===== src/design/gsl_pkg.sv =====
package gsl_pkg;
    // ---------------------------------------------------------------
    // channel and data geometry
    // ---------------------------------------------------------------
    localparam int GSL_CHANNELS = 24;
    localparam int GSL_BITS = 12;
    localparam int GSL_SR_W = GSL_CHANNELS * GSL_BITS;
    localparam logic [GSL_BITS-1:0] GSL_CNT_MAX = 12'hfff;
    // ---------------------------------------------------------------
    // timing
    // ---------------------------------------------------------------
    localparam int GSL_CLK_MHZ = 200;
    localparam int GSL_OSC_MHZ = 4;
    localparam int GSL_PWM_DIV = GSL_CLK_MHZ / GSL_OSC_MHZ;
    // ---------------------------------------------------------------
    // serial event kinds carried through the buffer
    // ---------------------------------------------------------------
    localparam int GSL_EV_W = 2;
    localparam logic [GSL_EV_W-1:0] GSL_EV_RISE = 2'h0;
    localparam logic [GSL_EV_W-1:0] GSL_EV_FALL = 2'h1;
    localparam logic [GSL_EV_W-1:0] GSL_EV_LATCH = 2'h2;
    localparam int GSL_BUF_DEPTH = 2;
endpackage


===== src/design/gsl_evt_if.sv =====
interface gsl_evt_if;
    import gsl_pkg::*;
    logic valid;
    logic ready;
    logic [GSL_EV_W-1:0] kind;
    logic sbit;
    modport src (output valid, output kind, output sbit, input ready);
    modport snk (input valid, input kind, input sbit, output ready);
endinterface


===== src/design/gsl_evt_buf.sv =====
module gsl_evt_buf #(
    parameter int DEPTH = gsl_pkg::GSL_BUF_DEPTH
) (
    input wire logic clk_sys,
    input wire logic reset_n,
    gsl_evt_if.snk up,
    gsl_evt_if.src dn
);
    import gsl_pkg::*;
    localparam int AW = (DEPTH > 1) ? $clog2(DEPTH) : 1;
    typedef logic [GSL_EV_W:0] gsl_ent_t;

    gsl_ent_t mem_ff [DEPTH];
    gsl_ent_t nxt_mem [DEPTH];
    logic [AW-1:0] wr_ff, rd_ff, nxt_wr, nxt_rd;
    logic [AW:0] cnt_ff, nxt_cnt;
    logic push, pop;

    assign up.ready = cnt_ff != (AW+1)'(DEPTH);
    assign dn.valid = cnt_ff != '0;
    assign dn.kind = mem_ff[rd_ff][GSL_EV_W:1];
    assign dn.sbit = mem_ff[rd_ff][0];

    always_comb begin
        push = up.valid && up.ready;
        pop = dn.valid && dn.ready;
        nxt_mem = mem_ff;
        nxt_wr = wr_ff;
        nxt_rd = rd_ff;
        nxt_cnt = cnt_ff;
        if (push) begin
            nxt_mem[wr_ff] = {up.kind, up.sbit};
            nxt_wr = (wr_ff == AW'(DEPTH-1)) ? '0 : wr_ff + 1'b1;
        end
        if (pop) begin
            nxt_rd = (rd_ff == AW'(DEPTH-1)) ? '0 : rd_ff + 1'b1;
        end
        if (push && !pop) begin
            nxt_cnt = cnt_ff + 1'b1;
        end else if (pop && !push) begin
            nxt_cnt = cnt_ff - 1'b1;
        end
    end

    always_ff @(posedge clk_sys or negedge reset_n) begin
        if (!reset_n) begin
            for (int i = 0; i < DEPTH; i++) begin
                mem_ff[i] <= '0;
            end
            wr_ff <= '0;
            rd_ff <= '0;
            cnt_ff <= '0;
        end else begin
            mem_ff <= nxt_mem;
            wr_ff <= nxt_wr;
            rd_ff <= nxt_rd;
            cnt_ff <= nxt_cnt;
        end
    end
endmodule


===== src/design/gsl_top.sv =====
// Behaviour
// - each serial clock rise not in the same cycle as a latch rise captures the serial input into the shift LSB.
// - each serial clock rise not in the same cycle as a latch rise moves the whole shift register one bit up.
// - cascade stage takes the shift MSB on each serial clock fall not in the same cycle as a latch rise.
// - latch strobe rise copies the whole shift register into the latch.
// - after a latch rise all outputs stay off until next period.
// - latch strobe rise leaves the grayscale counter running, not cleared.
// - blank high forces outputs off, resets timing, holds counter at zero.
// - blank low lets each output follow its latched grayscale value.
// - 24 channels, 4096 duty steps, PWM repeats from latched data.
module gsl_top #(
    parameter int PWM_DIV = gsl_pkg::GSL_PWM_DIV
) (
    input wire logic clk_sys,
    input wire logic reset_n,
    input wire logic serial_clk,
    input wire logic serial_bit_input,
    input wire logic latch_strobe,
    input wire logic blank,
    output logic cascade_bit_output,
    output logic [gsl_pkg::GSL_CHANNELS-1:0] channel_sink_output,
    output logic event_overrun
);
    import gsl_pkg::*;
    localparam int DW = (PWM_DIV > 1) ? $clog2(PWM_DIV) : 1;

    // ---------------------------------------------------------------
    // pin synchronisers and edge detection
    // ---------------------------------------------------------------
    logic [3:0] meta_ff, sync_ff;
    logic prev_sclk_ff, prev_lat_ff;
    logic sclk_rise, sclk_fall, lat_rise, blank_s;
    logic ovr_ff, nxt_ovr;

    gsl_evt_if ev_in ();
    gsl_evt_if ev_out ();

    gsl_evt_buf #(
        .DEPTH(GSL_BUF_DEPTH)
    ) u_buf (
        .clk_sys(clk_sys),
        .reset_n(reset_n),
        .up(ev_in),
        .dn(ev_out)
    );

    always_comb begin
        blank_s = sync_ff[3];
        sclk_rise = sync_ff[0] && !prev_sclk_ff;
        sclk_fall = !sync_ff[0] && prev_sclk_ff;
        lat_rise = sync_ff[2] && !prev_lat_ff;
        // a same-cycle serial rise is only possible if the host breaks
        // the settle time after a latch, so the latch is queued and that serial edge is dropped
        ev_in.valid = sclk_rise || sclk_fall || lat_rise;
        ev_in.kind = lat_rise ? GSL_EV_LATCH :
                     (sclk_rise ? GSL_EV_RISE : GSL_EV_FALL);
        ev_in.sbit = sync_ff[1];
        nxt_ovr = ovr_ff || (ev_in.valid && !ev_in.ready);
    end

    always_ff @(posedge clk_sys or negedge reset_n) begin
        if (!reset_n) begin
            meta_ff <= '0;
            sync_ff <= '0;
            prev_sclk_ff <= 1'b0;
            prev_lat_ff <= 1'b0;
            ovr_ff <= 1'b0;
        end else begin
            meta_ff <= {blank, latch_strobe, serial_bit_input, serial_clk};
            sync_ff <= meta_ff;
            prev_sclk_ff <= sync_ff[0];
            prev_lat_ff <= sync_ff[2];
            ovr_ff <= nxt_ovr;
        end
    end

    // ---------------------------------------------------------------
    // shift register, cascade stage and grayscale latch
    // ---------------------------------------------------------------
    logic [GSL_SR_W-1:0] sr_ff, nxt_sr, lat_ff, nxt_lat;
    logic casc_ff, nxt_casc, stall_ff, nxt_stall;
    logic take_rise, take_fall, take_lat;

    // the stall cycle after a latch copy lets back-pressure reach the
    // buffer; serial edges are far apart so nothing is lost
    assign ev_out.ready = !stall_ff;

    always_comb begin
        take_rise = ev_out.valid && ev_out.ready &&
                    ev_out.kind == GSL_EV_RISE;
        take_fall = ev_out.valid && ev_out.ready &&
                    ev_out.kind == GSL_EV_FALL;
        take_lat = ev_out.valid && ev_out.ready &&
                   ev_out.kind == GSL_EV_LATCH;
        nxt_sr = sr_ff;
        nxt_casc = casc_ff;
        nxt_lat = lat_ff;
        nxt_stall = take_lat;
        if (take_rise) begin
            nxt_sr = {sr_ff[GSL_SR_W-2:0], ev_out.sbit};
        end
        if (take_fall) begin
            nxt_casc = sr_ff[GSL_SR_W-1];
        end
        if (take_lat) begin
            nxt_lat = sr_ff;
        end
    end

    always_ff @(posedge clk_sys or negedge reset_n) begin
        if (!reset_n) begin
            sr_ff <= '0;
            lat_ff <= '0;
            casc_ff <= 1'b0;
            stall_ff <= 1'b0;
        end else begin
            sr_ff <= nxt_sr;
            lat_ff <= nxt_lat;
            casc_ff <= nxt_casc;
            stall_ff <= nxt_stall;
        end
    end

    // ---------------------------------------------------------------
    // grayscale pwm timing
    // ---------------------------------------------------------------
    logic [DW-1:0] div_ff, nxt_div;
    logic [GSL_BITS-1:0] cnt_ff, nxt_cnt;
    logic hold_ff, nxt_hold, tick, wrap;
    logic [GSL_CHANNELS-1:0] cmp, out_ff, nxt_out;

    genvar g;
    generate
        for (g = 0; g < GSL_CHANNELS; g++) begin : g_ch
            assign cmp[g] = cnt_ff < lat_ff[g*GSL_BITS +: GSL_BITS];
        end
    endgenerate

    always_comb begin
        tick = div_ff == DW'(PWM_DIV-1);
        wrap = tick && cnt_ff == GSL_CNT_MAX;
        nxt_div = tick ? '0 : div_ff + 1'b1;
        // counter is free running; a latch never touches it
        nxt_cnt = tick ? cnt_ff + 1'b1 : cnt_ff;
        nxt_hold = hold_ff;
        if (wrap) begin
            nxt_hold = 1'b0;
        end
        if (take_lat) begin
            nxt_hold = 1'b1;
        end
        if (blank_s) begin
            nxt_div = '0;
            nxt_cnt = '0;
            nxt_hold = 1'b0;
        end
        nxt_out = (blank_s || nxt_hold) ? '0 : cmp;
    end

    always_ff @(posedge clk_sys or negedge reset_n) begin
        if (!reset_n) begin
            div_ff <= '0;
            cnt_ff <= '0;
            hold_ff <= 1'b0;
            out_ff <= '0;
        end else begin
            div_ff <= nxt_div;
            cnt_ff <= nxt_cnt;
            hold_ff <= nxt_hold;
            out_ff <= nxt_out;
        end
    end

    assign cascade_bit_output = casc_ff;
    assign channel_sink_output = out_ff;
    assign event_overrun = ovr_ff;
endmodule


===== config.mk =====
export PLATFORM = sky130hd
export DESIGN_NAME = gsl_top
export DESIGN_NICKNAME = d
export VERILOG_FILES = /design/src/design/gsl_pkg.sv /design/src/design/gsl_evt_if.sv /design/src/design/gsl_evt_buf.sv /design/src/design/gsl_top.sv
export SDC_FILE = /design/constraint.sdc
export NUM_CORES = 1
export LEC_CHECK = 0
export BUFFER_PORTS_ARGS = -buffer_cell sky130_fd_sc_hd__buf_2
export CAP_MARGIN = 20
export CORE_ASPECT_RATIO = 1.5
export CORE_MARGIN = 10
export CORE_UTILIZATION = 37
export CTS_BUF_LIST = sky130_fd_sc_hd__clkbuf_16
export DETAILED_ROUTE_END_ITERATION = 12
export PLACE_DENSITY_LB_ADDON = 0.12
export SETUP_SLACK_MARGIN = 0.5
export SYNTH_ARGS = -nofsm -noshare
export SYNTH_HDL_FRONTEND = slang
export SYNTH_SLANG_ARGS = --single-unit

===== constraint.sdc =====
create_clock -name clk_sys -period 2.75 [get_ports clk_sys]
set_input_delay 0.6875 -clock clk_sys [delete_from_list [all_inputs] [get_ports clk_sys]]
set_output_delay 0.6875 -clock clk_sys [all_outputs]
set_load 0.005 [all_outputs]

==> results of run 1 <==
-- cell type report --
cell class | instances | share of cell area, %
Clock inverter | 53 | 1.07
Sequential cell | 642 | 46.4
Tap cell | 1032 | 3.73
Antenna cell | 4 | 0.0289
Inverter | 317 | 3.44
Timing Repair Buffer | 135 | 4.26
Multi-Input combinational cell | 1571 | 35.9
Clock buffer | 71 | 5.13
-- how the worst max path moves through the flow --
stage | startpoint | end | slack (ns) | cells past startpoint
finish | cnt_ff[1]$_DFFE_PN0P_ | channel_sink_output[2]$_DFF_PN0_ | 0.56 | 6
global route | u_buf.rd_ff$_DFFE_PN0P_ | lat_ff[163]$_DFFE_PN0P_ | 0.50 | 7
CTS | cnt_ff[0]$_DFFE_PN0P_ | cnt_ff[11]$_DFFE_PN0P_ | 0.50 | 5
detailed placement | div_ff[1]$_DFF_PN0_ | channel_sink_output[14]$_DFF_PN0_ | 0.15 | 7
global placement | div_ff[1]$_DFF_PN0_ | channel_sink_output[16]$_DFF_PN0_ | 0.16 | 7
floorplan | cnt_ff[5]$_DFFE_PN0P_ | channel_sink_output[5]$_DFF_PN0_ | 0.52 | 5
-- synth_stat cells (2+ instances only) --
master                      number  area (um^2)
sky130_fd_sc_hd__nand2b_1       25          156
sky130_fd_sc_hd__nand2_1       296         1110
sky130_fd_sc_hd__nor4_2         18          225
sky130_fd_sc_hd__or4_1           2         15.0
sky130_fd_sc_hd__or3_1           3         18.8
sky130_fd_sc_hd__nor2b_1         3         18.8
sky130_fd_sc_hd__o22ai_1        24          150
sky130_fd_sc_hd__o41ai_1        24          210
sky130_fd_sc_hd__o21bai_1        2         15.0
sky130_fd_sc_hd__nand3_1         7         35.0
sky130_fd_sc_hd__ha_1          269         3370
sky130_fd_sc_hd__xnor2_1        10         87.6
sky130_fd_sc_hd__o21ai_0       270         1350
sky130_fd_sc_hd__nor4b_1         2         17.5
sky130_fd_sc_hd__buf_6           2         22.5
sky130_fd_sc_hd__o21a_1         48          360
sky130_fd_sc_hd__a21o_1         25          188
sky130_fd_sc_hd__a2111oi_0      24          210
sky130_fd_sc_hd__nor4_1          6         37.5
sky130_fd_sc_hd__buf_2          64          320
sky130_fd_sc_hd__nand4_1        52          325
sky130_fd_sc_hd__inv_1         317         1190
sky130_fd_sc_hd__mux2_2        318         3580
sky130_fd_sc_hd__xor2_1          6         52.6
sky130_fd_sc_hd__a21oi_1        78          390
sky130_fd_sc_hd__nor3_1          8         40.0
sky130_fd_sc_hd__clkbuf_1       37          139
sky130_fd_sc_hd__nor2_1         36          135
sky130_fd_sc_hd__dfrtp_1       642        16100
-- timing repair --
| item | CTS | global route |
|---|---|---|
| endpoints found under the hold margin | 26 | 0 |
| hold buffers | 1 | 0 |
| setup buffers | 9 | 2 |
| pin swaps | 3 | 4 |
| setup endpoints to repair | 44 | 112 |
| cloned | 2 | 2 |
| resized for setup | 15 | 24 |
-- routing by layer --
layer  GRT usage, %  vias to the layer above  part of all wire (%)
li1               -                     9260                     -
met1           18.8                     9677                    44
met2           26.3                      194                    50
met3           1.91                       89                   3.1
met4           5.01                        0                   2.1
met5              0                        -                     0
-- stage by stage --
step	total power, mW	instance area (um^2)	std cells
CTS	24.7	34400	3817
floorplan	13.6	30000	2633
detailed placement	15.3	32000	3681
finish	24.5	34600	3825
global placement	15.3	32000	3681
global route	25.6	34600	3821
-- layout by cell type, fill, tap and decap left out, types with 24 or more instances in the layout --
cell	count
sky130_fd_sc_hd__buf_4	58
sky130_fd_sc_hd__nand2b_1	25
sky130_fd_sc_hd__a21o_1	25
sky130_fd_sc_hd__inv_1	327
sky130_fd_sc_hd__a21oi_1	78
sky130_fd_sc_hd__o22ai_1	24
sky130_fd_sc_hd__ha_1	267
sky130_fd_sc_hd__dfrtp_1	630
sky130_fd_sc_hd__nand2_1	296
sky130_fd_sc_hd__mux2_2	318
sky130_fd_sc_hd__clkbuf_16	73
sky130_fd_sc_hd__nor2_1	36
sky130_fd_sc_hd__o21ai_0	270
sky130_fd_sc_hd__buf_2	30
sky130_fd_sc_hd__buf_12	31
sky130_fd_sc_hd__o21a_1	48
sky130_fd_sc_hd__nand4_1	52
-- kinds of logic after synthesis --
logic type               after synthesis  synth area share, %
AO/OA/AOI/OAI                        499                 9.74
XOR/XNOR                              16                0.467
adder cells (fa/ha/maj)              269                 11.2
buffers and inverters                421                 5.58
flip-flops                           642                 53.6
multiplexers                         319                 12.0
AND/OR/NAND/NOR                      467                 7.46
-- power by group through the flow --
stage               sequential [mW]  combinational, mW  clock, mW
floorplan                      10.0               3.56          0
global placement               10.1               5.18          0
detailed placement             10.1               5.21          0
CTS                            9.94               5.45       9.28
global route                   9.97               6.02       9.64
finish                         9.94               5.55       8.96
-- registers in the layout, summed over array words and instances (netlist names) --
register	flops
lat_ff	288
sr_ff	288
channel_sink_output	24
cnt_ff	12
div_ff	6
u_buf.mem_ff	6
meta_ff	4
sync_ff	4
u_buf.cnt_ff	2
cascade_bit_output	1
event_overrun	1
hold_ff	1
prev_lat_ff	1
prev_sclk_ff	1
stall_ff	1
u_buf.rd_ff	1
u_buf.wr_ff	1
==> insert_results.sql, run 1 <==
INSERT INTO impl_metrics (metric_group, metric, value, unit) VALUES
('status', 'status', 'finished clean', ''),
('layout', 'post_route_cells_drive_above_1_share', '21.5', '%'),
('synthesis', 'postSynthRegisterBits', '642', ''),
('timing', 'maxClockFrequency', '457', 'MHz'),
('setup_path', 'r2r-start', 'cnt_ff[1]$_DFFE_PN0P_', ''),
('min_path', 'worstHoldStart', 'blank', ''),
('route', 'post_drt_wl_per_cell', '18.0', 'um'),
('placed_design', 'setup_slack_after_placement', '0.149', 'ns'),
('timing', 'final_hold_slack', '0.174', 'ns'),
('global_routing', 'globalRouteOverflowTotal', '0', ''),
('synthesis', 'synth.yosys.seq_area_share', '53.6', '%'),
('min_path', 'kind_of_path_behind_the_tightest_hold_check', 'input port to flip-flop', ''),
('placed_design', 'globalplace.congestion', '0.765', ''),
('timing', 'finalHoldViolations', '0', ''),
('synthesis', 'netlist_area', '0.0300', 'mm^2'),
('timing', 'fin_crit_sh', '79.6', '%'),
('timing', 'period_needed', '2.19', 'ns'),
('route', 'antenna_violating_nets_post_route', '0', ''),
('cts', 'tritoncts_num_sinks', '642', ''),
('power_and_ir_drop', 'power_density', '706', 'mW/mm^2'),
('power_and_ir_drop', 'seq_power_share', '40.7', '%'),
('power_and_ir_drop', 'ir_worst_vdd', '0.795', 'mV'),
('route', 'via_per_inst', '5.02', ''),
('floorplan', 'die_w', '252', 'um'),
('floorplan', 'placeableCoreArea', '0.0802', 'mm^2'),
('layout', 'multi_input_logic_area', '0.0124', 'mm^2'),
('floorplan', 'placementRows', '127', ''),
('setup_path', 'worstRegToRegCells', '6', ''),
('floorplan', 'design.die.area', '0.0931', 'mm^2'),
('timing', 'worst_clock_skew', '0.0166', 'ns'),
('power_and_ir_drop', 'power_report.internal_total', '17.2', 'mW'),
('timing', 'finalSetupViolCount', '0', ''),
('floorplan', 'ios', '32', ''),
('cts', 'ctsHtreeMaxLevel', '3', ''),
('layout', 'seq_area', '0.0161', 'mm^2'),
('cts', 'tritoncts', 'yes', ''),
('synthesis', 'synth_top_flop_cell', 'sky130_fd_sc_hd__dfrtp_1', ''),
('setup_path', 'timing.critical_path.required', '3.27', 'ns'),
('cts', 'total_cts_buffers', '68', ''),
('route', 'detail_route.wirelength', '68800', 'um'),
('floorplan', 'initial_utilization', '37.4', '%'),
('timing', 'setup_tns', '0', 'ns'),
('setup_path', 'critical_path_max_stage_delay', '0.57', 'ns'),
('route', 'vias', '19220', ''),
('flow_run', 'max_cap_violations', '0', ''),
('timing', 'rsz_0062_raised_after_global_routing', 'true', ''),
('setup_path', 'startpoint_type', 'flip-flop', ''),
('global_routing', 'grt_pass1_wl', '111000', 'um'),
('setup_path', 'cp_max_fo', '6', ''),
('power_and_ir_drop', 'power.net_switching', '7.25', 'mW'),
('setup_path', 'regToRegSetupSlack', '0.56', 'ns'),
('global_routing', 'maximum_number_of_pins_on_one_net_before_global_route_repair', '88', ''),
('global_routing', 'groute.usage.overall', '15.0', '%'),
('setup_path', 'worst_r2r_dst', 'channel_sink_output[2]$_DFF_PN0_', ''),
('power_and_ir_drop', 'power_frac_comb', '22.7', '%'),
('placed_design', 'dp_hpwl', '43000', 'um'),
('floorplan', 'die_height', '369', 'um'),
('synthesis', 'avgSynthCellArea', '11.4', 'um^2'),
('synthesis', 'synthesis.nets', '2908', ''),
('layout', 'flow.area_growth_from_synthesis', '15.4', '%'),
('timing', 'finalMaxSlewViolations', '0', ''),
('placed_design', 'io_buffer_count', '31', ''),
('layout', 'final_core_util', '43.2', '%'),
('setup_path', 'number_of_buffers_and_inverters_on_the_critical_path', '1', ''),
('synthesis', 'synth-edff-count', '0', ''),
('cts', 'clock_tree.root_cell', 'sky130_fd_sc_hd__clkbuf_16', ''),
('synthesis', 'yosys.cell_types.count', '44', ''),
('layout', 'finalNetCount', '3010', ''),
('setup_path', 'cell_by_cell_listing_of_the_critical_path', 'ha_4 > nand3_1 > or4_4 > o31a_4 > buf_8 > nor4_2', ''),
('synthesis', 'synth.yosys.warnings', '0', ''),
('setup_path', 'timing.critical_path.arrival', '2.71', 'ns');
No activity file was read; power rests on OpenSTA's default activity.
==> run 2, diff against run 1 <==
==> constraint.sdc (replaced) <==
create_clock -name clk_sys -period 1.8 [get_ports clk_sys]
set_input_delay 0.45 -clock clk_sys [delete_from_list [all_inputs] [get_ports clk_sys]]
set_output_delay 0.45 -clock clk_sys [all_outputs]
set_load 0.005 [all_outputs]
==> run 2 against run 1 <==
Against the previous run:
- the run now ends with setup timing left
- clock skew about the same
- critical path depth increased by 5
- via count rose by 9.5%
- combinational power rose to 4.3 times the previous value
- final cell count rose by 7.2%
- worst hold slack improved by 0.12 ns
- final area up 23%
- global-route usage is 2.6 points higher
- non-clock buffer count up 288
- wire length up 22%
- setup slack got worse by 0.86 ns
- count of clock-buffer cells in the layout unchanged
- critical endpoint is now lat_ff[178]$_DFFE_PN0P_
- largest cell class unchanged
==> insert_results.sql, run 2 (synthesis gave the netlist of run 1 again) <==
INSERT INTO impl_metrics (metric_group, metric, value, unit) VALUES
('setup_path', 'startpoint_type', 'flip-flop', ''),
('route', 'topRoutingLayerUsed', 'met4', ''),
('cts', 'clock_tree.root_cell', 'sky130_fd_sc_hd__clkbuf_16', ''),
('timing', 'rsz_0062_raised_after_global_routing', 'true', ''),
('global_routing', 'via_count_of_the_first_global_routing_pass', '22637', ''),
('min_path', 'kind_of_path_behind_the_tightest_hold_check', 'input port to asynchronous set/reset pin', ''),
('timing', 'finalHoldViolations', '0', ''),
('timing', 'period_needed', '2.10', 'ns'),
('timing', 'final_hold_slack', '0.292', 'ns'),
('status', 'status', 'complete, but fails checks', ''),
('setup_path', 'worstRegToRegCells', '11', ''),
('floorplan', 'initial_utilization', '37.4', '%'),
('setup_path', 'cp_max_fo', '7', ''),
('cts', 'total_cts_buffers', '68', ''),
('cts', 'tritoncts', 'yes', ''),
('flow_run', 'max_cap_violations', '0', ''),
('layout', 'instances_no_fill', '4101', ''),
('timing', 'slew_headroom', '62.9', '%'),
('timing', 'finalMaxSlewViolations', '0', ''),
('placed_design', 'io_buffer_count', '31', ''),
('floorplan', 'die_height', '369', 'um'),
('timing', 'maxClockFrequency', '477', 'MHz'),
('cts', 'ctsHtreeMaxLevel', '3', ''),
('power_and_ir_drop', 'power_density', '1230', 'mW/mm^2'),
('route', 'drt_pre_antenna_iters', '5', ''),
('setup_path', 'timing.critical_path.arrival', '2.60', 'ns'),
('layout', 'flow.area_growth_from_synthesis', '42.4', '%'),
('route', 'detail_route.wirelength', '84000', 'um'),
('floorplan', 'ios', '32', ''),
('setup_path', 'end_kind', 'flip-flop', ''),
('floorplan', 'die_w', '252', 'um'),
('placed_design', 'dp_hpwl', '48400', 'um'),
('global_routing', 'grt_pass1_wl', '129000', 'um'),
('route', 'drc_violations_left', '0', ''),
('timing', 'worst_slew_pin_slew', '0.550', 'ns'),
('timing', 'finalSetupViolCount', '594', ''),
('global_routing', 'groute.usage.overall', '17.7', '%'),
('cts', 'tritoncts_num_sinks', '642', ''),
('layout', 'antennaDiodeCount', '0', ''),
('floorplan', 'design.die.area', '0.0931', 'mm^2'),
('floorplan', 'placementRows', '127', ''),
('setup_path', 'timing.critical_path.required', '2.30', 'ns'),
('layout', 'finalNetCount', '3297', ''),
('route', 'vias', '21044', ''),
('timing', 'worst_clock_skew', '0.0162', 'ns'),
('floorplan', 'placeableCoreArea', '0.0802', 'mm^2'),
('route', 'routed_met1_length', '35600', 'um'),
('route', 'post_drt_wl_per_cell', '20.5', 'um'),
('timing', 'final_critical_path_setup_slack', '-0.297', 'ns'),
('route', 'wl_met2', '43700', 'um'),
('cts', 'clk-insertion-delay-late', '0.61', 'ns'),
('setup_path', 'critPathKind', 'flip-flop to flip-flop', ''),
('layout', 'final_common_cell', 'sky130_fd_sc_hd__dfrtp_1', ''),
('layout', 'fillCellCount', '6668', ''),
('route', 'met3WireLength', '2260', 'um'),
('layout', 'post_route_cells_drive_above_1_share', '39.1', '%'),
('placed_design', 'placedCellCount', '3786', ''),
('route', 'antenna_violating_nets_post_route', '0', ''),
('route', 'via_per_inst', '5.13', ''),
('placed_design', 'globalplace.congestion', '0.777', ''),
('global_routing', 'maximum_number_of_pins_on_one_net_before_global_route_repair', '63', ''),
('timing', 'fin_crit_sh', '116', '%'),
('route', 'drt_iter0_markers', '869', ''),
('cts', 'cts_max_path_buffers', '3', ''),
('cts', 'cts.reportedPaths.clkPinSlew', '0.06', 'ns'),
('global_routing', 'globalRouteOverflowTotal', '0', ''),
('layout', 'most-common-layout-cells', 'sky130_fd_sc_hd__dfrtp_1 (630), sky130_fd_sc_hd__inv_1 (336), sky130_fd_sc_hd__mux2_4 (287)', ''),
('status', 'violations', 'setup timing', ''),
('global_routing', 'grt_antenna_before_repair', '0', ''),
('power_and_ir_drop', 'ir_worst_vdd', '0.899', 'mV'),
('power_and_ir_drop', 'leakagePower', '21.5', 'nW');
==> run 2: layout make-up <==
class	count	area, um^2	share of cell area [%]
Sequential cell	642	16100	37.6
Multi-Input combinational cell	1570	15300	35.8
Inverter	317	1190	2.78
Timing Repair Buffer	423	6800	15.9
Clock buffer	71	1780	4.16
Clock inverter	46	287	0.671
Tap cell	1032	1290	3.02
==> run 2: worst max-delay path, cell delays in order, from the launching register on <==
cell                      delay, ns
sky130_fd_sc_hd__dfrtp_1       0.40
sky130_fd_sc_hd__or3b_4        0.43
sky130_fd_sc_hd__a21oi_4       0.15
sky130_fd_sc_hd__buf_12        0.13
sky130_fd_sc_hd__buf_16        0.11
sky130_fd_sc_hd__buf_12        0.12
sky130_fd_sc_hd__buf_16        0.14
sky130_fd_sc_hd__buf_8         0.11
sky130_fd_sc_hd__buf_6         0.12
sky130_fd_sc_hd__buf_12        0.10
sky130_fd_sc_hd__buf_16        0.12
sky130_fd_sc_hd__o21ai_2       0.05
==> run 2: metal layers <==
| layer | vias up | GRT usage, % |
|---|---|---|
| met2 | 240 | 31.6 |
| met4 | 0 | 4.89 |
| met3 | 142 | 2.40 |
| li1 | 9877 | - |
| met5 | - | 0 |
| met1 | 10785 | 21.9 |
==> run 2: what timing repair did <==
item / 4_1_cts / 5_1_grt
hold endpoints to repair: 60 / 0
hold buffers: 5 / 0
buffers inserted: 78 / 33
gates cloned: 62 / 20
pin swaps: 46 / 69
resized for setup: 356 / 515
setup endpoints to repair: 656 / 656
==> run 2: where the power goes <==
| group | switching, mW | total [mW] | internal, mW |
|---|---|---|---|
| logic | 9.87 | 23.9 | 14.0 |
| clock network | 5.89 | 13.5 | 7.64 |
| registers | 0.342 | 15.2 | 14.9 |
| total | 16.1 | 52.6 | 36.5 |
==> run 2: per-stage QoR <==
step	setup slack, ns	util, %	power [mW]	instance area (um^2)	setup TNS [ns]
floorplan	-0.298	-	23.8	31500	-7.03
global placement	-0.337	42.5	26.0	34100	-12.05
detailed placement	-0.389	42.5	26.2	34100	-14.99
CTS	-0.330	49.7	49.8	39900	-73.12
global route	-0.341	53.2	54.6	42700	-128.94
finish	-0.297	53.2	52.6	42700	-94.58
==> run 2: final timing paths <==
kind | to | slack [ns] | from
max | lat_ff[178]$_DFFE_PN0P_ | -0.30 | u_buf.mem_ff[4]$_DFFE_PN0P_
min | sr_ff[105]$_DFFE_PN0P_ | 0.29 | reset_n
max reg2reg | lat_ff[178]$_DFFE_PN0P_ | -0.30 | u_buf.mem_ff[4]$_DFFE_PN0P_
min reg2reg | sync_ff[2]$_DFF_PN0_ | 0.35 | meta_ff[2]$_DFF_PN0_
max in group asynchronous | u_buf.mem_ff[1]$_DFFE_PN0P_ | 0.66 | reset_n
min in group clk_sys | sync_ff[2]$_DFF_PN0_ | 0.35 | meta_ff[2]$_DFF_PN0_
==> run 3, diff against run 2 <==
--- a/config.mk
+++ b/config.mk
@@ -14,6 +14,7 @@
 export DETAILED_ROUTE_END_ITERATION = 12
 export PLACE_DENSITY_LB_ADDON = 0.12
 export SETUP_SLACK_MARGIN = 0.5
+export SKIP_LAST_GASP = 1
 export SYNTH_ARGS = -nofsm -noshare
 export SYNTH_HDL_FRONTEND = slang
 export SYNTH_SLANG_ARGS = --single-unit
==> run 3 against run 2 <==
Against the previous run:
- critical endpoint is now lat_ff[115]$_DFFE_PN0P_
- final area shrank 3.1%
- first-iteration DRC count shrank 10%
- the flow still finishes with violations (setup timing)
- wire length shrank 2.7%
- largest power group unchanged
- maximum frequency shrank 0.33%
- sequential share of layout area grew 1.2 points
==> insert_results.sql, run 3 (synthesis gave the netlist of run 1 again) <==
INSERT INTO impl_metrics (metric_group, metric, value, unit) VALUES
('setup_path', 'number_of_buffers_and_inverters_on_the_critical_path', '7', ''),
('layout', 'final_common_cell', 'sky130_fd_sc_hd__dfrtp_1', ''),
('setup_path', 'timing.critical_path.required', '2.29', 'ns'),
('min_path', 'kind_of_path_behind_the_tightest_hold_check', 'input port to asynchronous set/reset pin', ''),
('floorplan', 'placeableCoreArea', '0.0802', 'mm^2'),
('timing', 'slew_headroom', '62.9', '%'),
('power_and_ir_drop', 'ir_worst_vdd', '0.858', 'mV'),
('power_and_ir_drop', 'power_density', '1230', 'mW/mm^2'),
('cts', 'tritoncts', 'yes', ''),
('cts', 'cts.reportedPaths.clkPinSlew', '0.06', 'ns'),
('power_and_ir_drop', 'sw_frac_of_total', '30.3', '%'),
('setup_path', 'launch_point_of_the_critical_path', 'u_buf.rd_ff$_DFFE_PN0P_', ''),
('setup_path', 'startpoint_type', 'flip-flop', ''),
('timing', 'rsz_0062_raised_after_global_routing', 'true', ''),
('setup_path', 'worstRegToRegCells', '10', ''),
('power_and_ir_drop', 'power_report.internal_total', '35.5', 'mW'),
('cts', 'cts_max_path_buffers', '3', ''),
('global_routing', 'globalRouteOverflowTotal', '0', ''),
('floorplan', 'die_w', '252', 'um'),
('cts', 'clock_tree.root_cell', 'sky130_fd_sc_hd__clkbuf_16', ''),
('cts', 'clk-insertion-delay-late', '0.61', 'ns'),
('timing', 'setup_tns', '-95.47', 'ns'),
('placed_design', 'dp_hpwl', '48400', 'um'),
('power_and_ir_drop', 'power.net_switching', '15.4', 'mW'),
('global_routing', 'via_count_of_the_first_global_routing_pass', '22632', ''),
('timing', 'finalHoldViolations', '0', ''),
('timing', 'finalMaxSlewViolations', '0', ''),
('status', 'violations', 'setup timing', ''),
('setup_path', 'cp_max_fo', '7', ''),
('power_and_ir_drop', 'seq_power_share', '29.9', '%'),
('cts', 'ctsHtreeMaxLevel', '3', ''),
('power_and_ir_drop', 'power_frac_comb', '43.5', '%'),
('status', 'status', 'complete, but fails checks', ''),
('setup_path', 'critical_path.top_delay_family', 'buffers and inverters', ''),
('cts', 'tritoncts_num_sinks', '642', ''),
('timing', 'final_critical_path_setup_slack', '-0.304', 'ns'),
('timing', 'worst_clock_skew', '0.0151', 'ns'),
('layout', 'finalNetCount', '3271', ''),
('floorplan', 'initial_utilization', '37.4', '%'),
('global_routing', 'grt_antenna_before_repair', '0', ''),
('setup_path', 'critical_path_cell_count', '10', ''),
('power_and_ir_drop', 'clock_power_share', '26.6', '%'),
('global_routing', 'groute.usage.overall', '17.7', '%'),
('setup_path', 'highest_delay_cell_along_the_critical_path', 'sky130_fd_sc_hd__or3b_4', ''),
('timing', 'fin_crit_sh', '117', '%'),
('route', 'antenna_violating_nets_post_route', '0', ''),
('layout', 'most-common-layout-cells', 'sky130_fd_sc_hd__dfrtp_1 (630), sky130_fd_sc_hd__inv_1 (336), sky130_fd_sc_hd__ha_1 (266)', ''),
('route', 'vias', '20855', ''),
('cts', 'total_cts_buffers', '68', ''),
('setup_path', 'timing.critical_path.arrival', '2.60', 'ns'),
('route', 'detail_route.wirelength', '81700', 'um'),
('placed_design', 'io_buffer_count', '31', ''),
('layout', 'flow.area_growth_from_synthesis', '38.0', '%'),
('global_routing', 'maximum_number_of_pins_on_one_net_before_global_route_repair', '63', ''),
('route', 'via_per_inst', '5.12', ''),
('setup_path', 'end_kind', 'flip-flop', ''),
('layout', 'post_route_cells_drive_above_1_share', '36.3', '%'),
('setup_path', 'critical_path_max_stage_delay', '0.43', 'ns'),
('timing', 'worst_slew_pin_slew', '0.549', 'ns'),
('setup_path', 'cell_by_cell_listing_of_the_critical_path', 'or3b_4 > a21oi_4 > buf_12 > buf_12 > buf_12 > buf_16 > buf_12 > buf_12 > clkbuf_16 > o21ai_1', ''),
('timing', 'period_needed', '2.10', 'ns'),
('floorplan', 'design.die.area', '0.0931', 'mm^2'),
('floorplan', 'placementRows', '127', ''),
('route', 'post_drt_wl_per_cell', '20.0', 'um'),
('route', 'drc_violations_left', '0', ''),
('global_routing', 'grt_pass1_wl', '129000', 'um'),
('floorplan', 'ios', '32', ''),
('timing', 'maxClockFrequency', '475', 'MHz'),
('floorplan', 'die_height', '369', 'um'),
('power_and_ir_drop', 'leakagePower', '20.8', 'nW'),
('flow_run', 'max_cap_violations', '0', ''),
('placed_design', 'globalplace.congestion', '0.777', ''),
('setup_path', 'r2r-start', 'u_buf.rd_ff$_DFFE_PN0P_', ''),
('power_and_ir_drop', 'power.total', '50.9', 'mW'),
('route', 'drt_pre_antenna_iters', '5', ''),
('route', 'drt_iter0_markers', '781', ''),
('setup_path', 'critPathKind', 'flip-flop to flip-flop', ''),
('timing', 'finalSetupViolCount', '597', ''),
('setup_path', 'cell_type_with_the_highest_occurrence_count_on_the_critical_path', 'sky130_fd_sc_hd__buf_12', ''),
('layout', 'antennaDiodeCount', '0', '');
run 3: cell type report:
type,count,area [um^2]
fillers,6826,38900
flip-flops and latches,642,16100
multi-input cells,1570,14500
repair buffers,397,6250
clock buffers,71,1780
well taps,1032,1290
inverters,317,1190
clock inverters,46,287
run 3: routing by layer:
metal	track usage, %	wire length (um)	part of all wire, %
met5	0	0	0
met4	5.04	2090	2.6
met3	2.40	2310	2.8
met2	31.5	42400	52
met1	21.8	34900	43
run 3: repair_timing:
item / in CTS / in global routing
gates resized for setup: 297 / 347
hold endpoints to repair: 60 / 0
gates cloned: 62 / 9
buffers inserted: 78 / 18
setup endpoints to repair: 656 / 656
pin swaps: 44 / 46
hold buffers: 5 / 0
run 3: power groups by stage:
stage               logic [mW]  registers [mW]  clock network, mW
finish                    22.1            15.2               13.5
global route              23.1            15.3               14.4
CTS                       20.6            15.2               13.9
detailed placement        10.7            15.5                  0
global placement          10.6            15.4                  0
floorplan                 8.47            15.4                  0
run 3: through the flow:
stage / hold slack (ns) / cells / instance area (um^2) / setup WS (ns) / util, %
final: 0.295 / 4075 / 41400 / -0.304 / 51.6
after global placement: 0.333 / 3786 / 34100 / -0.337 / 42.5
after global routing: 0.296 / 4075 / 41400 / -0.368 / 51.6
after floorplan: 0.154 / 2633 / 31500 / -0.298 / -
after detailed placement: 0.334 / 3786 / 34100 / -0.389 / 42.5
after CTS: 0.268 / 4048 / 39800 / -0.331 / 49.6
run 3: worst paths after layout:
kind / slack [ns] / end
setup / recovery: -0.30 / lat_ff[115]$_DFFE_PN0P_
hold / removal: 0.29 / sr_ff[105]$_DFFE_PN0P_
setup reg to reg: -0.30 / lat_ff[115]$_DFFE_PN0P_
hold reg to reg: 0.35 / sync_ff[2]$_DFF_PN0_
max in group asynchronous: 0.66 / u_buf.mem_ff[1]$_DFFE_PN0P_
min in group clk_sys: 0.35 / sync_ff[2]$_DFF_PN0_
